## src/include/exec_defs.svh

```systemverilog
// constants for the move, multiply and negate execution block
`ifndef EXEC_DEFS_SVH
`define EXEC_DEFS_SVH

// ==========================================================================
// opcode patterns
`define OPC_LOAD_LIT 8'h0E
`define OPC_MUL_LIT 8'h0D
`define OPC_MUL_FILE 7'h01
`define OPC_STORE 7'h37
`define OPC_NEGATE 7'h36

// ==========================================================================
// file addressing
`define ACCESS_SPLIT 8'h60
`define INDEXED_LIMIT 8'h5F
`define ACCESS_LOW_BANK 4'h0
`define ACCESS_HIGH_BANK 4'hF

// ==========================================================================
// register port offsets
`define REG_ACC 4'h0
`define REG_PROD_LO 4'h1
`define REG_PROD_HI 4'h2
`define REG_STATUS 4'h3
`define REG_BANK 4'h4
`define REG_INDEX_LO 4'h5
`define REG_INDEX_HI 4'h6
`define REG_CTRL 4'h7
`define REG_EXEC 4'h8

// ==========================================================================
// status and control field positions
`define ST_CARRY 0
`define ST_DIGIT_CARRY 1
`define ST_ZERO 2
`define ST_OVERFLOW 3
`define ST_NEGATIVE 4
`define CTRL_EXT_EN 0

// ==========================================================================
// reset values
`define RST_BYTE 8'h00
`define RST_STATUS 5'h00
`define RST_BANK 4'h0
`define RST_INDEX 12'h000
`define RST_EXT_EN 1'b0

`endif

```

## src/include/exec_pkg.sv

```systemverilog
// types shared by the execution block
package exec_pkg;

    // ======================================================================
    // instruction phases, gray coded along the usual path
    typedef enum logic [2:0] {
        ph_idle = 3'b000,
        ph_decode = 3'b001,
        ph_read = 3'b011,
        ph_process = 3'b010,
        ph_write = 3'b110
    } phase_e;

    // ======================================================================
    // decoded operations
    typedef enum logic [2:0] {
        op_none = 3'h0,
        load_literal_to_acc = 3'h1,
        store_acc_to_file = 3'h2,
        multiply_acc_by_literal = 3'h3,
        multiply_acc_by_file = 3'h4,
        negate_file_register = 3'h5
    } op_e;

endpackage

```

## src/hdl/move_multiply_negate_exec.sv

```systemverilog
// four-phase execution of literal load, store, multiply and negate
// Functional notes
// - opcode 0Eh with a literal loads the literal into the accumulator, flags kept.
// - opcode 0110 111a stores the accumulator into the file register, flags kept.
// - the 8-bit file field reaches every byte of a 256-byte bank.
// - bank bit clear selects the access bank, set uses the bank pointer register.
// - bank bit clear with extended set on and file up to 5Fh uses indexed offset.
// - opcode 0Dh multiplies accumulator by literal into the product pair.
// - opcode 0000 001a multiplies accumulator by a file register, both unchanged.
// - both multiplies leave every status flag alone, even on a zero product.
// - opcode 0110 110a negates the file register and updates N, OV, C, DC, Z.
//
// The strobed register port and the register addresses are this design's own decisions.
`timescale 1ns/1ps
`include "exec_defs.svh"

module move_multiply_negate_exec (
    input wire logic clk_i,
    input wire logic rst_i,
    input wire logic ce_i,
    input wire logic instr_valid_i,
    input wire logic [15:0] instr_i,
    output logic instr_ready_o,
    output logic done_o,
    output logic [11:0] mem_addr_o,
    output logic mem_re_o,
    input wire logic [7:0] mem_rdata_i,
    output logic mem_we_o,
    output logic [7:0] mem_wdata_o,
    input wire logic [3:0] reg_addr_i,
    input wire logic [7:0] reg_wdata_i,
    input wire logic reg_we_i,
    input wire logic reg_re_i,
    output logic [7:0] reg_rdata_o
);

    // ======================================================================
    // state
    exec_pkg::phase_e phase;
    exec_pkg::op_e op;
    exec_pkg::op_e next_op;
    logic [7:0] literal;
    logic [7:0] file_field;
    logic bank_sel;
    logic [7:0] operand;
    logic [7:0] acc;
    logic [7:0] product_low_byte;
    logic [7:0] product_high_byte;
    logic [4:0] status;
    logic [3:0] bank_pointer_register;
    logic [11:0] index_pointer;
    logic ext_set_en;
    logic last_indexed;
    logic [11:0] eff_addr;
    logic eff_indexed;
    logic [15:0] product;
    logic [7:0] negated;
    logic [4:0] neg_flags;
    logic take;
    logic uses_file;

    // ======================================================================
    // decode
    always_comb begin
        next_op = exec_pkg::op_none;
        if (instr_i[15:8] == `OPC_LOAD_LIT) begin
            next_op = exec_pkg::load_literal_to_acc;
        end else if (instr_i[15:8] == `OPC_MUL_LIT) begin
            next_op = exec_pkg::multiply_acc_by_literal;
        end else if (instr_i[15:9] == `OPC_MUL_FILE) begin
            next_op = exec_pkg::multiply_acc_by_file;
        end else if (instr_i[15:9] == `OPC_STORE) begin
            next_op = exec_pkg::store_acc_to_file;
        end else if (instr_i[15:9] == `OPC_NEGATE) begin
            next_op = exec_pkg::negate_file_register;
        end
    end

    assign take = ce_i && instr_ready_o && instr_valid_i;
    assign uses_file = (op == exec_pkg::store_acc_to_file)
        || (op == exec_pkg::multiply_acc_by_file)
        || (op == exec_pkg::negate_file_register);

    // ======================================================================
    // datapath helpers
    file_address_gen u_addr (
        .bank_sel_i(bank_sel),
        .file_i(file_field),
        .bank_pointer_i(bank_pointer_register),
        .ext_set_en_i(ext_set_en),
        .index_pointer_i(index_pointer),
        .addr_o(eff_addr),
        .indexed_o(eff_indexed)
    );

    mult_negate_unit u_alu (
        .acc_i(acc),
        .operand_i(operand),
        .product_o(product),
        .negated_o(negated),
        .neg_flags_o(neg_flags)
    );

    // ======================================================================
    // phase sequencer
    always_ff @(posedge clk_i or posedge rst_i) begin
        if (rst_i) begin
            phase <= exec_pkg::ph_idle;
        end else if (ce_i) begin
            unique case (phase)
                exec_pkg::ph_idle: begin
                    if (take) begin
                        phase <= exec_pkg::ph_decode;
                    end
                end
                exec_pkg::ph_decode: begin
                    phase <= exec_pkg::ph_read;
                end
                exec_pkg::ph_read: begin
                    phase <= exec_pkg::ph_process;
                end
                exec_pkg::ph_process: begin
                    phase <= exec_pkg::ph_write;
                end
                exec_pkg::ph_write: begin
                    phase <= exec_pkg::ph_idle;
                end
                default: begin
                    phase <= exec_pkg::ph_idle;
                end
            endcase
        end
    end

    always_ff @(posedge clk_i or posedge rst_i) begin
        if (rst_i) begin
            instr_ready_o <= 1'b0;
        end else if (ce_i) begin
            // one instruction in flight; ready returns after the write phase
            if (take) begin
                instr_ready_o <= 1'b0;
            end else if (phase == exec_pkg::ph_idle) begin
                instr_ready_o <= 1'b1;
            end
        end
    end

    always_ff @(posedge clk_i or posedge rst_i) begin
        if (rst_i) begin
            done_o <= 1'b0;
        end else if (ce_i) begin
            done_o <= (phase == exec_pkg::ph_write);
        end
    end

    // ======================================================================
    // instruction capture
    always_ff @(posedge clk_i or posedge rst_i) begin
        if (rst_i) begin
            op <= exec_pkg::op_none;
            literal <= `RST_BYTE;
            file_field <= `RST_BYTE;
            bank_sel <= 1'b0;
        end else if (take) begin
            op <= next_op;
            literal <= instr_i[7:0];
            file_field <= instr_i[7:0];
            bank_sel <= instr_i[8];
        end
    end

    // ======================================================================
    // data memory access
    always_ff @(posedge clk_i or posedge rst_i) begin
        if (rst_i) begin
            mem_addr_o <= 12'h000;
            last_indexed <= 1'b0;
        end else if (ce_i && phase == exec_pkg::ph_decode) begin
            mem_addr_o <= eff_addr;
            last_indexed <= eff_indexed;
        end
    end

    always_ff @(posedge clk_i or posedge rst_i) begin
        if (rst_i) begin
            mem_re_o <= 1'b0;
        end else if (ce_i) begin
            mem_re_o <= (phase == exec_pkg::ph_decode) && uses_file;
        end
    end

    // read data stand only in the process phase, so the alu takes them
    // straight from the port; a register here would lag one cycle behind
    assign operand = (op == exec_pkg::multiply_acc_by_literal) ? literal
        : mem_rdata_i;

    always_ff @(posedge clk_i or posedge rst_i) begin
        if (rst_i) begin
            mem_we_o <= 1'b0;
            mem_wdata_o <= `RST_BYTE;
        end else if (ce_i) begin
            mem_we_o <= 1'b0;
            if (phase == exec_pkg::ph_process) begin
                if (op == exec_pkg::store_acc_to_file) begin
                    mem_we_o <= 1'b1;
                    mem_wdata_o <= acc;
                end else if (op == exec_pkg::negate_file_register) begin
                    mem_we_o <= 1'b1;
                    mem_wdata_o <= negated;
                end
            end
        end
    end

    // ======================================================================
    // core registers; the process phase wins over a software write
    always_ff @(posedge clk_i or posedge rst_i) begin
        if (rst_i) begin
            acc <= `RST_BYTE;
        end else if (ce_i) begin
            if (phase == exec_pkg::ph_process
                && op == exec_pkg::load_literal_to_acc) begin
                acc <= literal;
            end else if (reg_we_i && reg_addr_i == `REG_ACC) begin
                acc <= reg_wdata_i;
            end
        end
    end

    always_ff @(posedge clk_i or posedge rst_i) begin
        if (rst_i) begin
            product_low_byte <= `RST_BYTE;
            product_high_byte <= `RST_BYTE;
        end else if (ce_i) begin
            if (phase == exec_pkg::ph_process
                && (op == exec_pkg::multiply_acc_by_literal
                || op == exec_pkg::multiply_acc_by_file)) begin
                product_low_byte <= product[7:0];
                product_high_byte <= product[15:8];
            end else begin
                if (reg_we_i && reg_addr_i == `REG_PROD_LO) begin
                    product_low_byte <= reg_wdata_i;
                end
                if (reg_we_i && reg_addr_i == `REG_PROD_HI) begin
                    product_high_byte <= reg_wdata_i;
                end
            end
        end
    end

    // multiplies, loads and stores never reach this block, so flags hold
    always_ff @(posedge clk_i or posedge rst_i) begin
        if (rst_i) begin
            status <= `RST_STATUS;
        end else if (ce_i) begin
            if (phase == exec_pkg::ph_process
                && op == exec_pkg::negate_file_register) begin
                status <= neg_flags;
            end else if (reg_we_i && reg_addr_i == `REG_STATUS) begin
                status <= reg_wdata_i[4:0];
            end
        end
    end

    // ======================================================================
    // addressing configuration, software only
    always_ff @(posedge clk_i or posedge rst_i) begin
        if (rst_i) begin
            bank_pointer_register <= `RST_BANK;
            index_pointer <= `RST_INDEX;
            ext_set_en <= `RST_EXT_EN;
        end else if (ce_i && reg_we_i) begin
            if (reg_addr_i == `REG_BANK) begin
                bank_pointer_register <= reg_wdata_i[3:0];
            end
            if (reg_addr_i == `REG_INDEX_LO) begin
                index_pointer[7:0] <= reg_wdata_i;
            end
            if (reg_addr_i == `REG_INDEX_HI) begin
                index_pointer[11:8] <= reg_wdata_i[3:0];
            end
            if (reg_addr_i == `REG_CTRL) begin
                ext_set_en <= reg_wdata_i[`CTRL_EXT_EN];
            end
        end
    end

    // ======================================================================
    // register read port; data valid only in the cycle after the strobe
    always_ff @(posedge clk_i or posedge rst_i) begin
        if (rst_i) begin
            reg_rdata_o <= `RST_BYTE;
        end else if (ce_i) begin
            reg_rdata_o <= `RST_BYTE;
            if (reg_re_i) begin
                unique case (reg_addr_i)
                    `REG_ACC: reg_rdata_o <= acc;
                    `REG_PROD_LO: reg_rdata_o <= product_low_byte;
                    `REG_PROD_HI: reg_rdata_o <= product_high_byte;
                    `REG_STATUS: reg_rdata_o <= {3'h0, status};
                    `REG_BANK: reg_rdata_o <= {4'h0, bank_pointer_register};
                    `REG_INDEX_LO: reg_rdata_o <= index_pointer[7:0];
                    `REG_INDEX_HI: reg_rdata_o <= {4'h0, index_pointer[11:8]};
                    `REG_CTRL: reg_rdata_o <= {7'h00, ext_set_en};
                    `REG_EXEC: reg_rdata_o <= {3'h0, last_indexed,
                        op == exec_pkg::op_none, phase};
                    default: reg_rdata_o <= `RST_BYTE;
                endcase
            end
        end
    end

endmodule

```

## src/hdl/file_address_gen.sv

```systemverilog
// effective data address from the file field, bank bit and pointers
`timescale 1ns/1ps
`include "exec_defs.svh"

module file_address_gen (
    input wire logic bank_sel_i,
    input wire logic [7:0] file_i,
    input wire logic [3:0] bank_pointer_i,
    input wire logic ext_set_en_i,
    input wire logic [11:0] index_pointer_i,
    output logic [11:0] addr_o,
    output logic indexed_o
);

    logic [11:0] indexed_addr;

    assign indexed_addr = index_pointer_i + {4'h0, file_i};

    always_comb begin
        indexed_o = 1'b0;
        if (bank_sel_i) begin
            addr_o = {bank_pointer_i, file_i};
        end else if (ext_set_en_i && file_i <= `INDEXED_LIMIT) begin
            // wraps inside the 4 KiB space rather than faulting
            addr_o = indexed_addr;
            indexed_o = 1'b1;
        end else if (file_i < `ACCESS_SPLIT) begin
            addr_o = {`ACCESS_LOW_BANK, file_i};
        end else begin
            addr_o = {`ACCESS_HIGH_BANK, file_i};
        end
    end

endmodule

```

## src/hdl/mult_negate_unit.sv

```systemverilog
// unsigned 8x8 multiplier and two's complement negation with flags
`timescale 1ns/1ps
`include "exec_defs.svh"

module mult_negate_unit (
    input wire logic [7:0] acc_i,
    input wire logic [7:0] operand_i,
    output logic [15:0] product_o,
    output logic [7:0] negated_o,
    output logic [4:0] neg_flags_o
);

    logic [8:0] neg_sum;
    logic [4:0] nib_sum;

    assign product_o = {8'h00, acc_i} * {8'h00, operand_i};
    assign neg_sum = {1'b0, ~operand_i} + 9'h001;
    assign nib_sum = {1'b0, ~operand_i[3:0]} + 5'h01;
    assign negated_o = neg_sum[7:0];

    always_comb begin
        neg_flags_o = 5'h00;
        neg_flags_o[`ST_CARRY] = neg_sum[8];
        neg_flags_o[`ST_DIGIT_CARRY] = nib_sum[4];
        neg_flags_o[`ST_ZERO] = (neg_sum[7:0] == 8'h00);
        // only 80h negates onto itself with a sign change lost
        neg_flags_o[`ST_OVERFLOW] = (operand_i == 8'h80);
        neg_flags_o[`ST_NEGATIVE] = neg_sum[7];
    end

endmodule

```

## config.mk

```make
export PLATFORM = sky130hd
export DESIGN_NAME = move_multiply_negate_exec
export DESIGN_NICKNAME = d
export VERILOG_FILES = /design/src/include/exec_pkg.sv /design/src/hdl/move_multiply_negate_exec.sv /design/src/hdl/file_address_gen.sv /design/src/hdl/mult_negate_unit.sv
export VERILOG_INCLUDE_DIRS = /design/src /design/src/include
export SDC_FILE = /design/constraint.sdc
export NUM_CORES = 1
export LEC_CHECK = 0
export BUFFER_PORTS_ARGS = -buffer_cell sky130_fd_sc_hd__buf_2
export CORE_ASPECT_RATIO = 1.1
export CORE_UTILIZATION = 60
export DETAILED_ROUTE_END_ITERATION = 6
export GPL_TIMING_DRIVEN = 0
export MAX_ROUTING_LAYER = met4
export PLACE_DENSITY = 0.85
export SETUP_SLACK_MARGIN = 0.4
export SLEW_MARGIN = 20
export SYNTH_ARGS = -nofsm -noshare
export SYNTH_HDL_FRONTEND = slang
export SYNTH_HIERARCHICAL = 1
export SYNTH_SLANG_ARGS = --single-unit
```

## constraint.sdc

```tcl
create_clock -name clk_i -period 13.4 [get_ports clk_i]
set_clock_uncertainty 0.1 [all_clocks]
set_input_delay 2.01 -clock clk_i [delete_from_list [all_inputs] [get_ports clk_i]]
set_output_delay 2.01 -clock clk_i [all_outputs]
set_load 0.02 [all_outputs]
```

==> flow_summary.ini <==
[critical_path]
cp-start-kind = primary input
critical_path_class = in -> reg
cp.required_ps = 13530
ff2ff_path_depth = 21
worstSetupEndpointType = register
worstPathMaxFanout = 10
regToRegSetupSlack_ps = 7220
crit_buf_inv = 5
regToRegEndpoint = product_high_byte[4]
cpPeakStageDelay_ps = 550
path_cells = buf_2 > mux2_2 > clkbuf_1 > nand2_1 > fa_1 > fa_1 > inv_1 > fa_1 > inv_1 > fa_1 > inv_1 > ha_1 > and2_4 > a221oi_2 > a21oi_2 > nor2_1 > o311ai_0 > mux2_2 > mux2_2
critPathArrivalTime_ps = 7020
critical-path-top-delay-family = adder cells
critPathMostFrequentCell = fa_1
cpMaxStageDelayCell = fa_1
worstReg2RegStart = op[0]

[clock_network]
numCtsBuffers = 9
hold_buffers = 0
cts_setup_buffers = 0
cts_resized = 0
cts_tree = done
clockBufferDepth = 2
cts_sinks = 94
path_clk_slew_ps = 70
clk_latency_ps = 350
cts.htree.levels = 3
cts_root_buf = clkbuf_16

[place]
hpwl_microns = 15100
dp_cells = 1001
dp_slack_ps = 6150
place.gp.congestion = 0.960
portBuffers = 72

[sta]
min_period_ps = 6900
grt_setup_unrepaired = false
max_freq_ghz = 0.145
postLayoutSetupSlackWorst_ps = 6500
maxSlewViolCount = 0
tightest_slew_ps = 802
final.setup.tns_ps = 0
setup_viol = 0
hold_viol = 0
slew_headroom_pct = 46.3
period_share_pct = 51.5

[min_path]
hold_start = mem_we_o
hold_depth = 1
min_to = mem_we_o
hold_path_class = reg -> reg

[routing]
finalWirelength_microns = 19900
drtPass1Iterations = 5
viasPerCell = 6.15
wl_per_cell_microns = 19.6
drcViolationCount = 0
num_vias = 6254
initialDrtViolationCount = 423
antenna_left = 0

[final_layout]
fin_nets = 979
multi_input_area_sq_mm = 0.00498
syn_to_final_growth_pct = 11.4
diodes = 0
fillers = 984
regArea_sq_mm = 0.00235
final-instance-count-excl-fill = 1017
final_layout_size_suffix_gt1_share_pct = 25.8

[synthesis]
synth-edff-count = 0
synthCells = 771
ys.flop_type = dfrtp_1
synth_area_sq_mm = 0.00778
synth_fp_nets = 895
synth_warnings = 6
async_reset_ff_share_pct = 100
synth-seq-cells = 94
ys_types = 71
postSynthAreaPerCell_sq_um = 10.1
seq_area_frac_synth_pct = 30.2

[die]
core_area_sq_mm = 0.0126
fp.dieH_microns = 121
design.die.area_sq_mm = 0.0134
die_width_microns = 111
ioPinCount = 74
rows = 43
initial_utilization_pct = 61.5

[power]
peakVddDrop_mv = 0.151
power_density_mw_per_mm2 = 196
leakagePower_uw = 0.00413

[global_route]
antenna_found_initial = 0
grt_max_degree = 69
grt_pass1_vias = 6459
grt_use_total_pct = 31.6
grt_pass1_wl_microns = 32100
grt.overflow.total = 0

[outcome]
status = finished, final reports clean

[flow_run]
maxCapViolCount = 0
## worst max-delay path by stage
| stage | start | to | depth (start not counted) |
|---|---|---|---|
| floorplan | mem_rdata_i[6] | product_high_byte[7] | 17 |
| global placement | mem_rdata_i[7] | product_high_byte[4] | 19 |
| detailed placement | mem_rdata_i[7] | product_high_byte[4] | 19 |
| CTS | mem_rdata_i[6] | product_high_byte[4] | 19 |
| global route | mem_rdata_i[7] | product_high_byte[4] | 19 |
| finish | mem_rdata_i[7] | product_high_byte[4] | 19 |
## registers in the layout, summed over array words and instances (netlist names)
register	cells
bank_pointer_register	4
mem_wdata_o	8
bank_sel	1
phase	3
mem_re_o	1
done_o	1
status	5
acc	8
op	3
product_high_byte	8
file_field	8
last_indexed	1
mem_we_o	1
index_pointer	12
instr_ready_o	1
mem_addr_o	12
reg_rdata_o	8
ext_set_en	1
product_low_byte	8
## metal layers
| layer | up-vias | share of wire (%) | track usage, % |
|---|---|---|---|
| met4 | 0 | 3.8 | 16.3 |
| met2 | 228 | 51 | 54.3 |
| met3 | 54 | 4.8 | 4.00 |
| met5 | - | 0 | - |
| met1 | 3095 | 40 | 36.5 |
| li1 | 2877 | - | - |
## layout make-up
| type | count | share of cell area, % |
|---|---|---|
| Multi-Input combinational cell | 564 | 57.5 |
| Sequential cell | 94 | 27.1 |
| Tap cell | 157 | 2.27 |
| Timing Repair Buffer | 73 | 4.48 |
| Clock inverter | 6 | 0.794 |
| Inverter | 75 | 3.31 |
| Clock buffer | 10 | 2.64 |
| Buffer | 38 | 1.89 |
## cells in the mapped netlist (all sizes together), types with 4 or more instances
cell type | number | area [sq um]
a21o | 8 | 60.1
a21oi | 30 | 165
a22o | 5 | 43.8
a22oi | 6 | 45.0
and2 | 50 | 315
and3 | 7 | 43.8
buf | 14 | 72.6
clkbuf | 24 | 91.3
dfrtp | 94 | 2350
fa | 37 | 741
ha | 45 | 563
inv | 74 | 278
mux2 | 108 | 1220
mux2i | 22 | 220
nand2 | 47 | 179
nand2b | 8 | 50.1
nand3 | 10 | 50.1
nand4 | 5 | 31.3
nand4b | 4 | 35.0
nor2 | 27 | 101
nor2b | 8 | 50.1
nor3 | 11 | 60.1
nor3b | 8 | 60.1
o211ai | 9 | 67.6
o21a | 5 | 37.5
o21ai | 19 | 106
o22ai | 4 | 25.0
o2bb2ai | 4 | 35.0
o311ai | 6 | 52.6
or4 | 4 | 30.0
xnor2 | 9 | 78.8
xor2 | 12 | 105
## cells in the final DEF (no fill, tap or decap), drive strengths merged, types with 10 or more instances in the layout
cell	instances
mux2	108
dfrtp	94
buf	87
inv	76
and2	50
nand2	47
ha	45
fa	37
clkbuf	34
a21oi	30
nor2	27
mux2i	22
o21ai	19
xor2	12
nor3	11
nand3	10
## worst reg2reg max path: cells and delay by family, from the launching register on
family	cells	cell delay, ps
adder cells (fa/ha/maj)	5	2460
multiplexers	3	860
buffers and inverters	6	1020
AND/OR/NAND/NOR	4	670
flip-flops	1	320
AO/OA/AOI/OAI	3	630
## power by group
part,switching [uW],leakage (uW),internal (uW)
clock network,112,0.000143,146
registers,124,0.00120,367
logic,525,0.00278,423
total,761,0.00413,936
## logic make-up (layout without fill, tap and decap cells)
logic type,Yosys count,after routing,share of synthesized area (%)
multiplexers,130,130,18.5
buffers and inverters,113,202,5.73
AND/OR/NAND/NOR,207,207,14.9
flip-flops,94,94,30.2
XOR/XNOR,21,21,2.36
AO/OA/AOI/OAI,124,124,11.5
adder cells (fa/ha/maj),82,82,16.8
## per-stage QoR
step	hold WS [ps]	instance area, sq um	power, uW	util, %
2_1_floorplan	373	7780	1160	-
3_3_place_gp	361	8340	1390	65.9
3_5_place_dp	378	8370	1430	66.2
4_1_cts	394	8670	1690	68.6
5_1_grt	413	8670	1840	68.6
6_report	393	8670	1700	68.6
Power figures use the tool's default switching activity.
